**src/hw/test_point_pkg.sv**
```systemverilog
// ============================================================
// types of the test point strap and debug port
// assumes test_point_defines.svh holds the numbers
package test_point_pkg;

    // what one test point line shows
    typedef enum logic [3:0] {
        SRC_HIZ,
        SRC_FAST,
        SRC_HALF,
        SRC_VAR,
        SRC_HIGH,
        SRC_LOW,
        SRC_EIGHTH
    } line_source_t;

    // projector power sequence
    typedef enum logic [1:0] {
        PWR_OFF,
        PWR_RISING,
        PWR_ON,
        PWR_FALLING
    } power_state_t;

    // captured strap word
    typedef struct packed {
        logic upper;
        logic [3:0] option;
        logic [2:0] low;
    } strap_t;

endpackage

```
**src/hw/pulse_divider.sv**
```systemverilog
// ============================================================
// one-cycle enable pulse every divisor cycles
// assumes a nonzero divisor; zero behaves as one
`timescale 1ns/100ps
module pulse_divider
    import test_point_pkg::*;
#(
    parameter int WIDTH = 16
)
(
    input wire logic clk,
    input wire logic rst_n,
    input wire logic [WIDTH-1:0] divisor,
    output logic pulse
);

    logic [WIDTH-1:0] count;

    // ============================================================
    // count down and fire when reaching one
    always_ff @(posedge clk or negedge rst_n)
    begin
        if (!rst_n)
        begin
            count <= '0;
            pulse <= 1'b0;
        end
        else if (count <= WIDTH'(1))
        begin
            count <= divisor; // reload picks up divisor changes cleanly
            pulse <= 1'b1;
        end
        else
        begin
            count <= count - WIDTH'(1);
            pulse <= 1'b0;
        end
    end

endmodule

```
**config.mk**
```make
export PLATFORM = sky130hd
export DESIGN_NAME = pulse_divider
export DESIGN_NICKNAME = d
export VERILOG_FILES = /design/src/hw/test_point_pkg.sv /design/src/hw/pulse_divider.sv
export SDC_FILE = /design/constraint.sdc
export NUM_CORES = 1
export LEC_CHECK = 0
export CAP_MARGIN = 30
export CORE_MARGIN = 2
export CORE_UTILIZATION = 50
export CTS_CLUSTER_DIAMETER = 30
export DETAILED_ROUTE_END_ITERATION = 16
export DONT_BUFFER_PORTS = 1
export GPL_ROUTABILITY_DRIVEN = 0
export PLACE_DENSITY_LB_ADDON = 0.08
export RECOVER_POWER = 100
export SKIP_LAST_GASP = 1
export SLEW_MARGIN = 0
export SYNTH_ARGS = -nofsm -noshare
export SYNTH_HDL_FRONTEND = slang
export SYNTH_SLANG_ARGS = --single-unit
```
**constraint.sdc**
```tcl
create_clock -name clk -period 7.08 [get_ports clk]
set_clock_uncertainty 0.15 [all_clocks]
set_input_delay 1.062 -clock clk [delete_from_list [all_inputs] [get_ports clk]]
set_output_delay 1.062 -clock clk [all_outputs]
set_load 0.1 [all_outputs]
```
* Yosys cells after proc, flatten, opt, wreduce, memory -nomap -nowiden
Cells that the tools add are included.
** Storage, ports and cells
- Register bits after elaboration :: 17
- Output and inout port bits :: 1
** Operators by class
- Add/subtract/negate cells :: 1
- Order comparisons :: 1
- Mux-type cells :: 2
** Operator list (count)
- less-or-equal comparator 16 x 1 -> 1 bit (second input constant) :: 1
- two-way mux 16 bit :: 1
- subtractor 16 x 1 -> 16 bit (second input constant) :: 1
- two-way mux 1 bit :: 1

* Depth between registers and ports, before layout
Gate-level depths: netlist of run 1.
- Depth after elaboration :: 2
- Gate-level depth with buffers :: 8
- Mapped depth without buffers :: 7

* Worst setup path before layout of run 1
Ideal clock, no wire load.
- Kind :: flip-flop to flip-flop
- Start point :: register count[10]
- End point :: register count[12]
- Setup time :: 0.126 ns
- Arrival :: 2.243 ns
- Required time :: 6.804 ns
- Path slack :: 4.561 ns
- Stages on the path, launching flop included :: 8
- Path buffers :: 2
- Period minus slack after synthesis :: 2.519 ns
- Cell sequence :: dfrtp_1 > or4_4 > or4_4 > or4_4 > buf_6 > buf_6 > nor2_1 > a21oi_1
** On the way
- Cells in the longest elaborated chain, start to end :: 2
- Elaborated cells on any way between the ends :: 3
** RTL lines
- start, declared :: RTL line pulse_divider.sv:17 : logic [WIDTH-1:0] count;
- start signal, assigned :: RTL line pulse_divider.sv:30 : count <= divisor;
- start signal, assigned :: RTL line pulse_divider.sv:35 : count <= count - WIDTH'(1);
- subtractor 16 x 1 -> 16 bit or less-or-equal comparator 16 x 1 -> 1 bit (tied branches) :: RTL line pulse_divider.sv:35, pulse_divider.sv:28
- two-way mux 16 bit (*) :: RTL line pulse_divider.sv:28 : else if (count <= WIDTH'(1))
Every way passes the cells marked *; elsewhere a longest branch is shown, timed or not.

* Final worst setup path of run 1
- Start point :: register count[10]
- End point :: register count[6]
** On the way
- Cells in the longest elaborated chain, start to end :: 2
** RTL lines (RTL line)
- less-or-equal comparator 16 x 1 -> 1 bit :: pulse_divider.sv:28
- two-way mux 16 bit :: pulse_divider.sv:28
No other way between the ends.

==> run metrics, run 1 <==
initial antenna violation count=0; Hold WS=just over 0.3 ns; synthesized area=between 900 and 1000 sq um; final instance area=between 900 and 1000 sq um; gr busiest metal=met2; Crit Path Max Fanout=33; DRT antenna net count=0; DR iter-0 viols=5; first-pass GRT wire length=2430 um; CTS max path bufs=2; commonest non-fill, non-tap cell in the layout=nor2_1; Detail Placement HPWL=1020 um; share of layout cells above drive strength 1=between 6 and 7%; status=completed; Yosys cell types=23; CP Launch Type=flop; Setup Buffers After CTS=0; total number of vias=around 630; First-pass DRT Iterations=4; post-cts resize count=0; CP Capture Type=flop; #FFs+latches synth=17; gr ovfl total=0; Detailed Route WL=between 1000 and 1500 um; die width=around 47 um; met3 usage=~3.5%; number of remaining DRC errors=0; Hold WC Path Type=in2async; CTS Buf Count=3; leak pwr=between 0.3 and 0.4 nW; post-place instance area=901 sq um; Area growth syn-to-layout=-0.137%; Least-Margin Pin Slew=around 1.1 ns; Initial Util=a little over half; utilization after layout=~53%; IO buf count=0; max-cap violations=0; register area=425 sq um; Final period util=43.3%; number of antenna diodes=0; CORE AREA=1730 sq um; Seq/Total Area, Yosys=46.5%; Reg2Reg Setup Slack=roughly 4 ns; commonest non-fill, non-tap cells in the layout=nor2_1, dfrtp_1, a21oi_1; critical path arrival=between 3 and 4 ns; Final nets=roughly 120; Mean Syn Cell Area=about 9.6 sq um; RSZ-0062 raised after global routing=no; kind of critical path=reg2reg; Worst-path clk slew=0.10 ns; Relative slew margins=between 20% and 30%; endpoints failing setup=0; post-synthesis cell count=95; FMAX=between 300 and 400 MHz; Power Dens Cells=about 310 nW/um^2; All-Layer GR Usage=between 10% and 20%; vias in the first global route=a little under 600; met2 Use GR=around 25%; # fillers=~180; Sink Count=17; CTS tree=built; footprint of the multi-input gates=roughly 420 sq um; syn nets=about 120; Die ar.=approximately 2200 sq um; GR Layer Usage met1=a little over a fifth; Final TNS setup=0 ns; Slew Viols, Final=0; crit path time final=roughly 3 ns; final hold vios=0; Rows=15; # H-tree levels=1; Synthesis Warnings=0; CP required=a little over 7 ns; drt via density=5.21; Die Height=46.8 um; peak supply drop=0.182 mV; Wirelength per Cell=around 12 um; Hold Buf Count CTS=0; CTS root buf=clkbuf_4; IO Pins=19; largest net degree at the start of global routing=34; Worst-Skew Late Latency=between 0.2 and 0.3 ns
## worst paths after layout
kind / start / endpoint / depth (start not counted)
max in group asynchronous: rst_n / count[8]$_DFF_PN0_ / 0
min in group clk: count[0]$_DFF_PN0_ / count[0]$_DFF_PN0_ / 1
worst max register to register: count[10]$_DFF_PN0_ / count[6]$_DFF_PN0_ / 5
worst max-delay path: count[10]$_DFF_PN0_ / count[6]$_DFF_PN0_ / 5
worst min register to register: count[0]$_DFF_PN0_ / count[0]$_DFF_PN0_ / 1
worst min-delay path: rst_n / count[9]$_DFF_PN0_ / 0
## layout make-up
type                    instances  area share, %
clock buffers                   4           2.88
inverters                       3           1.23
multi-input cells              71           45.9
flip-flops and latches         17           46.6
well taps                      25           3.42
## critical path, stage by stage, from the launching register on
cell,delay [ns]
dfrtp_1,0.41
or4_1,0.59
or4_1,0.44
or4_1,1.00
nor2_1,0.25
a21oi_1,0.06
## power by group
group	internal, mW	switching [mW]	total [mW]
combinational	0.0410	0.0320	0.0730
clock	0.0219	0.0297	0.0516
sequential	0.130	0.0318	0.162
## per-layer routing
metal,wire [um],vias up
met2,665,12
met3,64,2
met5,0,-
met1,747,288
li1,-,323
met4,6,0
## through the flow
step	power, mW	instances	worst slack (ns)
6_report	0.286	120	4.01
3_3_place_gp	0.237	116	4.47
2_1_floorplan	0.224	95	4.56
4_1_cts	0.292	120	4.43
3_5_place_dp	0.239	116	4.45
5_1_grt	0.309	120	3.82
## flip-flops by register name (all words and copies together) (netlist names)
register / count
pulse: 1
count: 16
## cells in the mapped netlist
library cell | instances | share of area, %
a21boi_0 | 1 | 0.82
a21oi_1 | 13 | 7.1
a21oi_2 | 2 | 1.9
a31oi_1 | 1 | 0.68
buf_6 | 4 | 4.9
dfrtp_1 | 17 | 47
ha_1 | 2 | 2.7
inv_1 | 3 | 1.2
nand2_1 | 3 | 1.2
nand2b_1 | 1 | 0.68
nand3_1 | 1 | 0.55
nor2_1 | 20 | 8.2
nor2_2 | 2 | 1.4
nor3_1 | 4 | 2.2
nor4b_1 | 1 | 0.96
o21ai_0 | 1 | 0.55
o31a_1 | 1 | 0.96
o31ai_1 | 1 | 0.82
or3_1 | 1 | 0.68
or4_1 | 2 | 1.6
or4_4 | 3 | 3.7
xnor2_1 | 5 | 4.8
xor2_1 | 6 | 5.7
## kinds of logic after synthesis
group | synth area share (%)
buf+inv | 6.16
fa+ha+maj | 2.74
xor+xnor | 10.5
compound gates | 12.9
flops | 46.5
simple gates | 21.2
(Power assumes the default switching activity.)
==> inputs of run 2 (changes only) <==
- clock period: 7.08 -> 2.86 ns (I/O delays scaled with it)
==> run 2 against run 1 <==
Net effect: combinational power rose to 2.7 times the previous value; first-iteration DRC count rose by 100%; sequential power rose by 150%; final area rose by 2.6%; via count rose by 2.1%; setup slack got worse by 3.8 ns; critical path depth did not move; routed wire length rose by 4.5%; hold slack got worse by 0.18 ns; fmax rose by 14%; core utilization rose by 1.4 points; critical path type unchanged; largest power group unchanged.
==> run metrics, run 2 (synthesized netlist as in run 1, its figures left out) <==
status=completed (unchanged); Final TNS setup=0 ns (unchanged); footprint of the multi-input gates=424 sq um (was 419 sq um); most frequent CP cell=or4_4 (was or4_1); leak pwr=0.384 nW (was 0.367 nW); Power Dens Cells=771 nW/um^2 (was 314 nW/um^2); Die Height=46.8 um (unchanged); CORE AREA=1730 sq um (unchanged); Worst-path clk slew=0.10 ns (about the same); gr ovfl total=0 (unchanged); first-pass GRT wire length=2450 um (was 2430 um); utilization after layout=54.3% (was 52.9%); Detailed Route WL=1550 um (was 1480 um); critical path arrival=2.77 ns (was 3.04 ns); First-pass DRT Iterations=5 (was 4); number of antenna diodes=0 (unchanged); CTS Buf Count=3 (unchanged); number of remaining DRC errors=0 (unchanged); Worst-Skew Late Latency=0.30 ns (was 0.29 ns); Largest stage delay, worst path=0.72 ns (was 1.00 ns); RSZ-0062 raised after global routing=no (unchanged); Final period util=93.8% (was 43.3%); crit-path cells=or4_1 -> or4_4 -> or4_4 -> o31a_1 -> a21oi_1 (was or4_1 -> or4_1 -> or4_1 -> nor2_1 -> a21oi_1); vias in the first global route=583 (was 585); Die ar.=2190 sq um (unchanged); initial antenna violation count=0 (unchanged); post-cts resize count=0 (unchanged); register area=425 sq um (unchanged); Detail Placement HPWL=1030 um (was 1020 um); DR iter-0 viols=10 (was 5); Initial Util=53.0% (unchanged); DRT antenna net count=0 (unchanged); Wirelength per Cell=12.7 um (was 12.4 um); max FFs per register=16 (unchanged); drt via density=5.23 (was 5.21); CP Launch Type=flop (unchanged); kind of critical path=reg2reg (unchanged); IO buf count=0 (unchanged); final hold vios=0 (unchanged); total number of vias=638 (was 625); CTS max path bufs=2 (unchanged); peak supply drop=0.557 mV (was 0.182 mV); FMAX=373 MHz (was 326 MHz); Sink Count=17 (unchanged); CP Capture Type=flop (unchanged); Slowest-stage cell, CP=or4_4 (was or4_1); die width=46.8 um (unchanged); Rows=15 (unchanged); max-cap violations=0 (unchanged); Final nets=118 (was 116); share of layout cells above drive strength 1=9.28% (was 6.32%); commonest non-fill, non-tap cells in the layout=nor2_1, dfrtp_1, a21oi_1 (unchanged); Relative slew margins=41.8% (was 29.3%); Top Registers=count x16, pulse x1 (unchanged); Crit Path Max Fanout=33 (unchanged); commonest non-fill, non-tap cell in the layout=nor2_1 (unchanged); Top reg by flops=count (unchanged); CP required=2.94 ns (was 7.06 ns); IO Pins=19 (unchanged); CTS root buf=clkbuf_4 (unchanged); # H-tree levels=1 (unchanged); Area growth syn-to-layout=2.46% (was -0.137%); # fillers=163 (was 177); endpoints failing setup=0 (unchanged); All-Layer GR Usage=16.9% (was 15.7%); Least-Margin Pin Slew=0.874 ns (was 1.06 ns); CTS tree=built (unchanged); Slew Viols, Final=0 (unchanged); Hold WC Path Type=in2reg (was in2async); crit path time final=2.68 ns (was 3.07 ns); Hold WS=0.127 ns (was 0.304 ns); largest net degree at the start of global routing=34 (unchanged)
## run 2: cell types whose count changed in the layout (fill, tap and decap cells not counted), sizes merged
| cell | delta |
|---|---|
| clkinv | +1 |
| buf | +1 |
| clkbuf | -1 |
| dlygate4sd3 | +1 |
## run 2: worst paths after layout
check | endpoint | cells past startpoint | slack (ns) | startpoint
max | count[12]$_DFF_PN0_ | 5 | 0.18 | count[10]$_DFF_PN0_
min | count[0]$_DFF_PN0_ | 2 | 0.13 | divisor[0]
max reg2reg | count[12]$_DFF_PN0_ | 5 | 0.18 | count[10]$_DFF_PN0_
min reg2reg | count[0]$_DFF_PN0_ | 1 | 0.39 | count[0]$_DFF_PN0_
max in group asynchronous | count[2]$_DFF_PN0_ | 1 | 1.57 | rst_n
min in group asynchronous | count[12]$_DFF_PN0_ | 1 | 0.50 | rst_n
## run 2: repair_timing
action	CTS	global route
hold endpoints to repair	17	0
buffers inserted	0	0
hold buffers	1	0
## run 2: critical path: cells and delay by family (launching register included)
kind	cells	cell delay (ns)
simple gates	3	1.76
flops	1	0.41
compound gates	2	0.30
## run 2: power by group
part | switching [mW] | internal (mW) | total [mW]
clock network | 0.0774 | 0.0521 | 0.129
registers | 0.0776 | 0.321 | 0.399
logic | 0.0885 | 0.106 | 0.194
total | 0.243 | 0.479 | 0.723
## run 2: area by class of cell
class	count	area share (%)
Multi-Input combinational cell	71	45.3
Timing Repair Buffer	2	1.87
Inverter	3	1.20
Clock buffer	3	2.40
Tap cell	25	3.34
Clock inverter	1	0.534
Sequential cell	17	45.4
## run 2: per-stage QoR
step / power, mW / instances / worst slack [ns] / area (sq um)
detailed placement: 0.595 / 117 / 0.232 / 908
floorplan: 0.554 / 95 / 0.341 / 915
CTS: 0.733 / 122 / 0.204 / 946
global placement: 0.590 / 117 / 0.251 / 908
finish: 0.723 / 122 / 0.177 / 937
global route: 0.784 / 122 / 0.0670 / 937
## run 2: per-layer routing
layer  global-route usage (%)  wire length (um)
met4                     6.67                14
met2                     26.6               720
met5                        0                 0
met3                     8.08                85
met1                     20.1               730
